`config.mk`:
```
export PLATFORM = sky130hd
export DESIGN_NAME = scan_tap
export DESIGN_NICKNAME = d
export VERILOG_FILES = /design/src/tap_pkg.sv /design/src/scan_tap.sv
export SDC_FILE = /design/constraint.sdc
export NUM_CORES = 2
export LEC_CHECK = 0
export BUFFER_PORTS_ARGS = -buffer_cell sky130_fd_sc_hd__buf_2
export CORE_MARGIN = 2
export CORE_UTILIZATION = 40
export CTS_BUF_LIST = sky130_fd_sc_hd__clkbuf_4 sky130_fd_sc_hd__clkbuf_8 sky130_fd_sc_hd__clkbuf_16
export CTS_CLUSTER_DIAMETER = 150
export CTS_CLUSTER_SIZE = 30
export DETAILED_ROUTE_END_ITERATION = 7
export GPL_ROUTABILITY_DRIVEN = 0
export PLACE_DENSITY = 0.6
export RECOVER_POWER = 50
export SYNTH_ARGS = -nofsm -noshare
export SYNTH_HDL_FRONTEND = slang
export SYNTH_SLANG_ARGS = --single-unit
```
`constraint.sdc`:
```
create_clock -name i_mclk -period 2.2 [get_ports i_mclk]
set_input_delay 0.44 -clock i_mclk [delete_from_list [all_inputs] [get_ports i_mclk]]
set_output_delay 0.44 -clock i_mclk [all_outputs]
set_load 0.02 [all_outputs]
```
`src/tap_pkg.sv`:
```
package tap_pkg;

   localparam int N_POS     = 124;
   localparam int CHAIN_LEN = 344;
   localparam int IR_LEN    = 3;
   localparam int ID_LEN    = 32;

   localparam logic [2:0] IR_EXTEST = 3'h0;
   localparam logic [2:0] IR_INTEST = 3'h1;
   localparam logic [2:0] IR_SAMPLE = 3'h2;
   localparam logic [2:0] IR_IDCODE = 3'h3;
   localparam logic [2:0] IR_BYPASS = 3'h7;
   localparam logic [2:0] IR_CAP    = 3'h1;

   // Cell slot within one chain position, nearest the data input first
   localparam int CELL_IN  = 0;
   localparam int CELL_OUT = 1;
   localparam int CELL_EN  = 2;

   typedef enum logic [3:0] {
      ST_EXIT2_DR  = 4'h0,
      ST_EXIT1_DR  = 4'h1,
      ST_SHIFT_DR  = 4'h2,
      ST_PAUSE_DR  = 4'h3,
      ST_SEL_IR    = 4'h4,
      ST_UPDATE_DR = 4'h5,
      ST_CAPTURE_DR= 4'h6,
      ST_SEL_DR    = 4'h7,
      ST_EXIT2_IR  = 4'h8,
      ST_EXIT1_IR  = 4'h9,
      ST_SHIFT_IR  = 4'hA,
      ST_PAUSE_IR  = 4'hB,
      ST_IDLE      = 4'hC,
      ST_UPDATE_IR = 4'hD,
      ST_CAPTURE_IR= 4'hE,
      ST_RESET     = 4'hF
   } tap_state_t;

   typedef struct packed {
      logic tck;
      logic tms;
      logic tdi;
   } tap_pins_t;

   // Positions that carry a single input cell; every other one has three
   function automatic logic is_in_only(input int p);
      case (p)
         17, 18, 87, 93, 94, 98, 107, 108, 117, 118, 121, 122, 123, 124: return 1'b1;
         default: return 1'b0;
      endcase
   endfunction : is_in_only

   function automatic int pos_cells(input int p);
      return is_in_only(p) ? 1 : 3;
   endfunction : pos_cells

   function automatic int pos_base(input int p);
      int s;
      s = 0;
      for (int i = 1; i < p; i++) s += pos_cells(i);
      return s;
   endfunction : pos_base

   // Constant per position as {in, out, enable}
   function automatic logic [2:0] pos_init(input int p);
      case (p)
         1, 5:    return 3'h1;
         2, 9:    return 3'h4;
         6:       return 3'h7;
         11:      return 3'h6;
         default: return 3'h0;
      endcase
   endfunction : pos_init

   // Chain bit index: 0 sits at the data output end
   function automatic int cell_idx(input int p, input int k);
      return CHAIN_LEN - 1 - pos_base(p) - k;
   endfunction : cell_idx

endpackage : tap_pkg

```
`src/scan_tap.sv`:
```
`timescale 1ns/1ps
module scan_tap
   import tap_pkg::*;
#(
   parameter logic [3:0]  ID_VERSION = 4'h1,      // Arbitrary value
   parameter logic [15:0] ID_DEVICE  = 16'h5A5A,  // Arbitrary value
   parameter logic [10:0] ID_MAKER   = 11'h123    // Arbitrary value
)(
   input  wire logic                i_mclk,     // System clock
   input  wire logic                i_rst,      // Power-on reset, sync high
   input  wire tap_pins_t           i_jtag,     // Test clock, mode, data in
   input  wire logic [N_POS-1:0]    i_pin_in,   // Pad input levels
   input  wire logic [N_POS-1:0]    i_core_do,  // Core output data
   input  wire logic [N_POS-1:0]    i_core_oe,  // Core output enable
   output logic                     o_tdo,      // Test data out
   output logic                     o_tdo_oe,   // Test data out enable
   output logic [N_POS-1:0]         o_pin_do,   // Pad output data
   output logic [N_POS-1:0]         o_pin_oe,   // Pad output enable
   output logic [N_POS-1:0]         o_core_di,  // Level seen by core
   output logic                     o_test_mode // Pins owned by the chain
);

   // ---------------------------------------------------------------
   // Pin synchronisers and test clock edges
   // ---------------------------------------------------------------
   tap_pins_t           jt_s1_q, jt_s2_q;
   logic                tck_q;
   logic [N_POS-1:0]    pin_s1_q, pin_s2_q;
   logic                tck_rise, tck_fall;

   // Pad levels pass two flops as well; captured levels lag the pins by two clocks
   always_ff @(posedge i_mclk)
   begin
      jt_s1_q  <= i_jtag;
      jt_s2_q  <= jt_s1_q;
      pin_s1_q <= i_pin_in;
      pin_s2_q <= pin_s1_q;
   end

   // Test clock high and low phases must each last at least one system clock or an
   // edge is lost; this bounds the usable test clock rate.
   // Follows the synced pin through reset too, so no false edge follows release
   always_ff @(posedge i_mclk)
   begin
      tck_q <= jt_s2_q.tck;
   end

   assign tck_rise = jt_s2_q.tck & ~tck_q;
   assign tck_fall = ~jt_s2_q.tck & tck_q;

   // ---------------------------------------------------------------
   // Controller
   // ---------------------------------------------------------------
   tap_state_t state_q, state_d;
   logic       tms;

   assign tms = jt_s2_q.tms;

   // Mode select passes the same two flops as the test clock, so the level read
   // at a synced rise is the one that stood at the pin's rise
   always_comb
   begin
      unique case (state_q)
         ST_RESET:      state_d = tms ? ST_RESET     : ST_IDLE;
         ST_IDLE:       state_d = tms ? ST_SEL_DR    : ST_IDLE;
         ST_SEL_DR:     state_d = tms ? ST_SEL_IR    : ST_CAPTURE_DR;
         ST_CAPTURE_DR: state_d = tms ? ST_EXIT1_DR  : ST_SHIFT_DR;
         ST_SHIFT_DR:   state_d = tms ? ST_EXIT1_DR  : ST_SHIFT_DR;
         ST_EXIT1_DR:   state_d = tms ? ST_UPDATE_DR : ST_PAUSE_DR;
         ST_PAUSE_DR:   state_d = tms ? ST_EXIT2_DR  : ST_PAUSE_DR;
         ST_EXIT2_DR:   state_d = tms ? ST_UPDATE_DR : ST_SHIFT_DR;
         ST_UPDATE_DR:  state_d = tms ? ST_SEL_DR    : ST_IDLE;
         ST_SEL_IR:     state_d = tms ? ST_RESET     : ST_CAPTURE_IR;
         ST_CAPTURE_IR: state_d = tms ? ST_EXIT1_IR  : ST_SHIFT_IR;
         ST_SHIFT_IR:   state_d = tms ? ST_EXIT1_IR  : ST_SHIFT_IR;
         ST_EXIT1_IR:   state_d = tms ? ST_UPDATE_IR : ST_PAUSE_IR;
         ST_PAUSE_IR:   state_d = tms ? ST_EXIT2_IR  : ST_PAUSE_IR;
         ST_EXIT2_IR:   state_d = tms ? ST_UPDATE_IR : ST_SHIFT_IR;
         ST_UPDATE_IR:  state_d = tms ? ST_SEL_DR    : ST_IDLE;
      endcase
   end

   always_ff @(posedge i_mclk)
   begin
      if (i_rst)
         state_q <= ST_RESET;
      else if (tck_rise)
         state_q <= state_d;
   end

   // ---------------------------------------------------------------
   // Instruction register
   // ---------------------------------------------------------------
   logic [IR_LEN-1:0] ir_sh_q, ir_q;

   // Capture and shift work on the shift stage only; the decoder sees the
   // updated code, never a partly shifted one
   always_ff @(posedge i_mclk)
   begin
      if (i_rst)
      begin
         ir_sh_q <= IR_IDCODE;
         ir_q    <= IR_IDCODE;
      end
      else if (state_q == ST_RESET)
      begin
         ir_sh_q <= IR_IDCODE;
         ir_q    <= IR_IDCODE;
      end
      else if (tck_rise)
      begin
         unique case (state_q)
            ST_CAPTURE_IR: ir_sh_q <= IR_CAP;
            ST_SHIFT_IR:   ir_sh_q <= {jt_s2_q.tdi, ir_sh_q[IR_LEN-1:1]};
            ST_UPDATE_IR:  ir_q    <= ir_sh_q;
            default:       ir_sh_q <= ir_sh_q;
         endcase
      end
   end

   logic sel_extest, sel_intest, sel_sample, sel_idcode, sel_bypass;

   // Any code not listed falls through to bypass
   assign sel_extest = (ir_q == IR_EXTEST);
   assign sel_intest = (ir_q == IR_INTEST);
   assign sel_sample = (ir_q == IR_SAMPLE);
   assign sel_idcode = (ir_q == IR_IDCODE);
   assign sel_bypass = ~(sel_extest | sel_intest | sel_sample | sel_idcode);

   // ---------------------------------------------------------------
   // Boundary chain tables and capture values
   // ---------------------------------------------------------------
   logic [CHAIN_LEN-1:0] init_vec, cap_vec, chain_q, upd_q;
   logic [N_POS-1:0]     upd_in, upd_out, upd_en, ini_in, ini_out, ini_en;

   for (genvar g = 1; g <= N_POS; g++)
   begin : g_pos
      localparam logic [2:0] INIT = pos_init(g);
      localparam int         IDX  = cell_idx(g, CELL_IN);
      logic                  cin;

      // Intest holds input cells at their constants
      assign cin = sel_intest ? INIT[2] : pin_s2_q[g-1];
      assign init_vec[IDX] = INIT[2];
      assign cap_vec[IDX]  = cin;
      assign upd_in[g-1]   = upd_q[IDX];
      assign ini_in[g-1]   = INIT[2];

      if (is_in_only(g))
      begin : g_in
         assign upd_out[g-1] = 1'b0;
         assign upd_en[g-1]  = 1'b0;
         assign ini_out[g-1] = 1'b0;
         assign ini_en[g-1]  = 1'b0;
      end
      else
      begin : g_io
         localparam int IO = cell_idx(g, CELL_OUT);
         localparam int IE = cell_idx(g, CELL_EN);
         assign init_vec[IO] = INIT[1];
         assign init_vec[IE] = INIT[0];
         // Extest holds output cells at constants; others see the core
         assign cap_vec[IO]  = sel_extest ? INIT[1] : i_core_do[g-1];
         assign cap_vec[IE]  = sel_extest ? INIT[0] : i_core_oe[g-1];
         assign upd_out[g-1] = upd_q[IO];
         assign upd_en[g-1]  = upd_q[IE];
         assign ini_out[g-1] = INIT[1];
         assign ini_en[g-1]  = INIT[0];
      end
   end

   // ---------------------------------------------------------------
   // Data registers
   // ---------------------------------------------------------------
   logic [ID_LEN-1:0] id_q;
   logic              byp_q;

   // Chain and update cells fall back to their constants while the controller
   // rests in reset, so the pads leave test modes from known levels
   always_ff @(posedge i_mclk)
   begin
      if (i_rst || state_q == ST_RESET)
      begin
         chain_q <= init_vec;
         upd_q   <= init_vec;
      end
      else if (tck_rise && (sel_extest || sel_intest || sel_sample))
      begin
         unique case (state_q)
            ST_CAPTURE_DR: chain_q <= cap_vec;
            ST_SHIFT_DR:   chain_q <= {jt_s2_q.tdi, chain_q[CHAIN_LEN-1:1]};
            ST_UPDATE_DR:  upd_q   <= chain_q;
            default:       chain_q <= chain_q;
         endcase
      end
   end

   // Capture reloads the fixed code at every frame; shifted-in data only passes through to data out
   always_ff @(posedge i_mclk)
   begin
      if (i_rst)
         id_q <= '0;
      else if (tck_rise && sel_idcode)
      begin
         if (state_q == ST_CAPTURE_DR)
            id_q <= {ID_VERSION, ID_DEVICE, ID_MAKER, 1'b1};
         else if (state_q == ST_SHIFT_DR)
            id_q <= {jt_s2_q.tdi, id_q[ID_LEN-1:1]};
      end
   end

   // Capture clears the stage, so the first bit out of a bypass frame is zero
   always_ff @(posedge i_mclk)
   begin
      if (i_rst)
         byp_q <= 1'b0;
      else if (tck_rise && sel_bypass)
      begin
         if (state_q == ST_CAPTURE_DR)
            byp_q <= 1'b0;
         else if (state_q == ST_SHIFT_DR)
            byp_q <= jt_s2_q.tdi;
      end
   end

   // ---------------------------------------------------------------
   // Test data output, driven on the falling test clock edge
   // ---------------------------------------------------------------
   logic tdo_sel;

   always_comb
   begin
      if (state_q == ST_SHIFT_IR)
         tdo_sel = ir_sh_q[0];
      else if (sel_idcode)
         tdo_sel = id_q[0];
      else if (sel_bypass)
         tdo_sel = byp_q;
      else
         tdo_sel = chain_q[0];
   end

   // Data out lags the pin's falling edge by two to three system clocks; the
   // far side samples at the next rise, half a test clock later
   always_ff @(posedge i_mclk)
   begin
      if (i_rst)
      begin
         o_tdo    <= 1'b0;
         o_tdo_oe <= 1'b0;
      end
      else if (tck_fall)
      begin
         o_tdo    <= tdo_sel;
         o_tdo_oe <= (state_q == ST_SHIFT_DR) || (state_q == ST_SHIFT_IR);
      end
   end

   // ---------------------------------------------------------------
   // Pad and core steering
   // ---------------------------------------------------------------
   // Sample and bypass leave the functional path untouched
   // The reset state hands the pads back to the core, except during power-on reset, which zeroes them
   // Leaving a test mode costs one system clock before the core regains the pads
   always_ff @(posedge i_mclk)
   begin
      if (i_rst)
      begin
         o_pin_do    <= '0;
         o_pin_oe    <= '0;
         o_core_di   <= '0;
         o_test_mode <= 1'b0;
      end
      else if (sel_extest && state_q != ST_RESET)
      begin
         o_pin_do    <= upd_out;
         o_pin_oe    <= upd_en;
         o_core_di   <= pin_s2_q;
         o_test_mode <= 1'b1;
      end
      else if (sel_intest && state_q != ST_RESET)
      begin
         o_pin_do    <= ini_out;
         o_pin_oe    <= ini_en;
         o_core_di   <= upd_in;
         o_test_mode <= 1'b1;
      end
      else
      begin
         o_pin_do    <= i_core_do;
         o_pin_oe    <= i_core_oe;
         o_core_di   <= pin_s2_q;
         o_test_mode <= 1'b0;
      end
   end

   // Input cell initial constants are unused on the pad side
   logic unused_ini;
   assign unused_ini = ^ini_in;

endmodule : scan_tap

```
Word level (Yosys, flattened, before mapping):

Cells that the tools add are included.

* register bits: 1361
* latch bits: 0
* bits in writable memories: 0
* ROM bits: 0
* input bits: 377
* memories kept: 0

* $add $sub $neg: 0
* multipliers: 0
* divide/modulo/power cells: 0
* $lt $le $gt $ge: 0
* equality and inequality tests: 19
* shifts and indexed selects: 0
* multiplexer cells: 374
* bitwise logic cells: 8
* reduce and logical (&&, ||, !) cells: 24

Operator list (number)
* one-hot mux 344 bit (2 select lines): 1
* 2-to-1 mux 120 bit: 4
* 2-to-1 mux 1 bit: 352
* 2-to-1 mux 124 bit: 2
* 2-to-1 mux 32 bit: 2
* one-hot mux 4 bit (12 select lines): 1
* == test 4 bit (second input constant): 8
* == test 4 x 3 -> 1 bit (second input constant): 4
* 2-to-1 mux 2 bit: 6
* 2-to-1 mux 3 bit: 4
* AND reduction 2 bit: 6
* == test 4 x 2 -> 1 bit (second input constant): 2
* == test 3 x 2 -> 1 bit (second input constant): 2
* one-hot mux 3 bit (2 select lines): 1
* OR reduction 2 bit: 3
* OR reduction 3 bit: 2
* logical AND 1 bit: 5
* == test 4 x 1 -> 1 bit (second input constant): 1
* logical NOT 4 bit: 1
* logical OR 1 bit: 4
* 2-to-1 mux 4 bit: 1
* != test 4 bit (second input constant): 1
* nonzero test 2 bit: 2
* == test 3 x 1 -> 1 bit (second input constant): 1
* 4 further kinds: 9

Logic depth before layout (Yosys ltp):

* depth after elaboration: 7
* gate-level depth with buffers: 8
* mapped depth without buffers: 4

Least setup slack after synthesis:

Ideal clock, no wire load.

* path type: reg-to-reg
* start: register jt_s2_q[2] in the netlist's numbering
* end: register id_q[13]
* library setup time: 0.132 ns
* arrival: 1.706 ns
* required time: 2.068 ns
* slack: 0.362 ns
* stages on the path, launching flop included: 8
* path buffers: 3
* period minus slack after synthesis: 1.838 ns
* path through: dfxtp_1 > nor4bb_1 > buf_2 > or4b_1 > clkbuf_1 > buf_4 > nor3_1 > nor3_1

* word-level cells in the longest chain between the ends: 3

RTL lines
* start, declared: RTL line scan_tap.sv:26 `tap_pins_t jt_s1_q, jt_s2_q;`
* start signal, assigned: RTL line scan_tap.sv:35 `jt_s2_q <= jt_s1_q;`
* AND 1 bit: RTL line scan_tap.sv:48 `assign tck_rise = jt_s2_q.tck & ~tck_q;`
* logical AND 1 bit: RTL line scan_tap.sv:203 `else if (tck_rise && sel_idcode)`
* AND reduction 2 bit (no source line)
* end signal, assigned: RTL line scan_tap.sv:206 `id_q <= {ID_VERSION, ID_DEVICE, ID_MAKER, 1'b1};`
* end signal, assigned: RTL line scan_tap.sv:208 `id_q <= {jt_s2_q.tdi, id_q[ID_LEN-1:1]};`
* end, declared: RTL line scan_tap.sv:175 `logic [ID_LEN-1:0] id_q;`

No other way between the ends.
A chain may end at the register's enable or synchronous reset.

Worst setup path in the final report:

* start: register state_q[0]
* end: register chain_q[198]

* word-level cells in the longest chain between the ends: 3
* elaborated cells on any way between the ends: 7
* classes of those cells: 3 x eq/ne; 1 x mux; 3 x reduce/logical

RTL lines
* start, declared: RTL line scan_tap.sv:54 `tap_state_t state_q, state_d;`
* start signal, assigned: RTL line scan_tap.sv:88 `state_q <= state_d;`
* == test 4 x 3 -> 1 bit / == test 4 x 2 -> 1 bit (equally long branches): RTL line scan_tap.sv:189 `unique case (state_q)`
* nonzero test 2 bit (no source line)
* AND reduction 2 bit (no source line)
* end signal, assigned: RTL line scan_tap.sv:190 `ST_CAPTURE_DR: chain_q <= cap_vec;`
* end signal, assigned: RTL line scan_tap.sv:191 `ST_SHIFT_DR: chain_q <= {jt_s2_q.tdi, chain_q[CHAIN_LEN-1:1]};`
* end signal, assigned: RTL line scan_tap.sv:193 `default: chain_q <= chain_q;`
* end, declared: RTL line scan_tap.sv:133 `logic [CHAIN_LEN-1:0] init_vec, cap_vec, chain_q, upd_q;`

Several ways; a longest one is shown, not always the timed one.

==> results.md <==
- Outcome: finished, violations left
- Failing checks: setup timing
- Clock edge transition at the registers on the reported setup and hold paths: approximately 120 ps
- Initial antenna violation count: 13
- Nature of the critical path endpoint: flop
- Area of the placeable core: 0.109 mm2
- Switching share of power: 24.0%
- Finished Core Util: roughly 50%
- Worst slack on hold paths: between 30 and 40 ps
- Worst-case hold path end point: o_pin_do[51]
- Dominant synthesized flop cell: sky130_fd_sc_hd__dfxtp_1
- Worst Max-Slew Pin Slew: 798 ps
- Setup WS pre-CTS: ~180 ps
- Class of the tightest hold or removal check: in2reg
- Setup TNS: -38.4 ps
- Beginning of the worst register-to-register path: state_q[0]
- Worst-skew pair later-pin latency: 710 ps
- Buffers from clock root to sink, at most: 3
- Nets in the synthesized netlist: 5034
- Synthesized area per cell: approximately 9.5 um2
- Worst Setup Path Type: reg2reg
- Count leader, synth: sky130_fd_sc_hd__dfxtp_1
- Via count of the first global-routing pass: roughly 36000
- Total of max-cap violations: 0
- Mapped Area: between 0.04 and 0.05 mm2
- Layout Nets: 5900
- Smallest setup slack after layout: -15.6 ps
- Number of placed instances, taps included: 6626
- Worst Setup Start Kind: flop
- DIE AREA: 0.113 mm2
- Pin count of the biggest net entering global routing: 117
- Routed wire length: 145000 um
- Flop pwr share: 63.2%
- Launch point of the worst hold path: i_core_do[51]
- First-pass GRT wire length: between 200000 and 250000 um
- Tightest slew margin relative to the limit: 46.8%
- Count of distinct cell types in the synthesized netlist: 47
- DR WL/cell: 20.7 um
- Routed via count divided by cell count: 5.35
- Detailed placer's ending HPWL: 95700 um
- Area share of the largest cell type after synthesis: 61.7%
- Number of cells on the worst reg-to-reg path: 5
- Standard-cell row count: between 100 and 150
- Count of yosys warnings during synthesis: 0
- Final hold vios: 0
- Vertical die dimension: about 340 um
- Number of H-tree levels: 2
- Leading cell types by total area after synthesis: sky130_fd_sc_hd__dfxtp_1 62%, sky130_fd_sc_hd__nand2_1 8.2%, sky130_fd_sc_hd__a221oi_1 6.3%
- Flip-flop and latch count after synthesis: about 1400
- Fraction of power consumed by combinational cells: 7.6%
- Area leader, netlist: sky130_fd_sc_hd__dfxtp_1
- # fillers: 10222
- Port Buffers: 751
- Post-DRT Antenna Nets: 0
- Sequential area share after synthesis: about three fifths
- Lkg Pwr: 20.5 nW
- P_sw: ~9.7 mW
- Share of final-layout standard cells stronger than drive strength 1: 11.3%
- Width of the chip: 336 um
- Asr flop ratio synth: 0%
- Final Slew Violations: 0
- Number of instances on the worst hold path: 2
- RSZ-0062 raised after global routing: true
- Count of placed standard cells in the final layout, fillers left out: 7008
- Number of synthesized flops with an enable pin: 0
- Via total after detailed routing: 37491
- Critical-path maximum fanout: 99
- Initial cell density of the core: 40.4%
- Flop2flop setup slack: -20 ps
- Clock tree root buffer cell: sky130_fd_sc_hd__clkbuf_16
- Final critical delay including setup and external delays: 2220 ps
- Detailed Routing Iterations Pass 1: 6
- GRT Residual Overflow: 0
- Cells after synthesis: approximately 4700
- Clock network fraction of total power: 29.2%
- Post-synthesis to final-layout area growth: 23.1%
- Destination of the worst register-to-register timing path: chain_q[198]
- Endpoint required time on the critical path: 2780 ps
- Max IR drop VDD: 675 uV
- Setup clock skew after layout: around 33 ps
- CTS tree: done
- Starting DRC count in detailed routing: around 3400
- Data arrival at the endpoint of the critical path: between 2000 and 3000 ps
- Pwr Density: 745 mW/mm2
- Number of design rule violations left after detail routing: 0
- Share of the clock period used by the worst path: 101%
- Internal power contribution: 30.8 mW
- Most numerous cell types in the synthesized netlist: 1361 x sky130_fd_sc_hd__dfxtp_1, 967 x sky130_fd_sc_hd__nand2_1, 495 x sky130_fd_sc_hd__a21oi_1, 361 x sky130_fd_sc_hd__nor2_1, 346 x sky130_fd_sc_hd__o21ai_0
- I/O Pins: 752
- Final setup vio count: 4
- Clock Sinks: 1361
- Num CTS Buffers: between 50 and 60
- FMAX: 451 MHz
- Combined global-route utilization of all metal layers: between 20% and 30%
==> power by group through the flow <==
stage	Combinational (mW)	Sequential, mW	Clock (mW)
2_1_floorplan	0.816	26.4	0
3_3_place_gp	2.72	26.1	0
3_5_place_dp	2.71	26.1	0
4_1_cts	3.18	25.5	12.1
5_1_grt	3.24	25.6	12.9
6_report	3.06	25.6	11.8
==> cells by family (layout without fill, tap and decap cells) <==
| family | count (synthesis) | in the layout | share of synthesized area, % |
|---|---|---|---|
| AND/OR/NAND/NOR | 1456 | 1456 | 13.2 |
| flip-flops | 1361 | 1361 | 61.7 |
| other | 0 | 6 | 0 |
| buffers and inverters | 421 | 1290 | 3.86 |
| AO/OA/AOI/OAI | 1413 | 1413 | 21.1 |
| multiplexers | 6 | 6 | 0.139 |
==> through the flow <==
stage	area, um2	power (mW)
after global placement	50300	28.8
after CTS	54800	40.8
after global routing	54300	41.8
after floorplan	44100	27.3
after detailed placement	50300	28.8
final	54300	40.4
==> repair_timing <==
action                                  in CTS  in global routing
hold buffers                               317                  1
resized for setup                            0                 12
buffers inserted                             0                  2
endpoints found under the hold margin      351                  1
endpoints found under the setup margin       0                 33
==> critical path: stages (launching register included) <==
cell	delay [ps]
sky130_fd_sc_hd__dfxtp_1	420
sky130_fd_sc_hd__or4b_1	590
sky130_fd_sc_hd__o21a_4	170
sky130_fd_sc_hd__buf_12	180
sky130_fd_sc_hd__a221oi_1	400
sky130_fd_sc_hd__nor2_1	80
==> placed cells by master (no fill, tap or decap), drive strengths merged, types with 2 or more instances in the layout <==
cell type	instances
dfxtp	1361
nand2	967
buf	508
a21oi	495
clkbuf	458
nor2	363
o21ai	350
a221oi	335
dlygate4sd3	318
a22o	215
nor3	41
and2	29
nand3b	18
nand3	14
o22ai	7
diode	6
mux2i	5
nor2b	4
inv	4
nor4b	3
and3	3
nand2b	3
or4b	2
a31oi	2
o211ai	2
o221ai	2
or2	2
nor4bb	2
==> routing by layer <==
| layer | global-route usage [%] | routed length (um) | up-vias |
|---|---|---|---|
| met5 | 0 | 90 | - |
| met3 | 3.75 | 8850 | 228 |
| li1 | - | - | 17829 |
| met2 | 41.1 | 68400 | 1318 |
| met4 | 7.95 | 4840 | 14 |
| met1 | 32.5 | 62700 | 18102 |
==> area by class of cell <==
cell class	count	area [um2]	area share, %
flip-flops and latches	1361	27200	50.2
multi-input cells	2875	15400	28.3
repair buffers	1232	8490	15.6
well taps	1476	1850	3.40
clock buffers	52	1300	2.40
clock inverters	4	48.8	0.0898
diodes	6	15.0	0.0276
inverters	2	7.51	0.0138
==> sequential cells by signal, summed over array words and instances (netlist names) <==
register / cells
o_core_di: 124
o_tdo_oe: 1
state_q: 4
pin_s2_q: 124
tck_q: 1
o_pin_do: 124
ir_q: 3
ir_sh_q: 3
byp_q: 1
o_test_mode: 1
tms: 1
o_pin_oe: 124
id_q: 32
jt_s1_q: 3
jt_s2_q: 2
chain_q: 344
o_tdo: 1
pin_s1_q: 124
upd_q: 344
==> how the worst max path moves through the flow <==
stage	cells past startpoint	slack (ps)	from	endpoint
5_1_grt	5	-20	state_q[0]	chain_q[145]
2_1_floorplan	7	360	jt_s2_q[2]	id_q[13]
6_report	5	-20	state_q[0]	chain_q[198]
4_1_cts	7	130	state_q[2]	upd_q[66]
3_5_place_dp	7	180	state_q[2]	upd_q[66]
3_3_place_gp	6	190	state_q[3]	chain_q[190]
(Power assumes the default switching activity.)
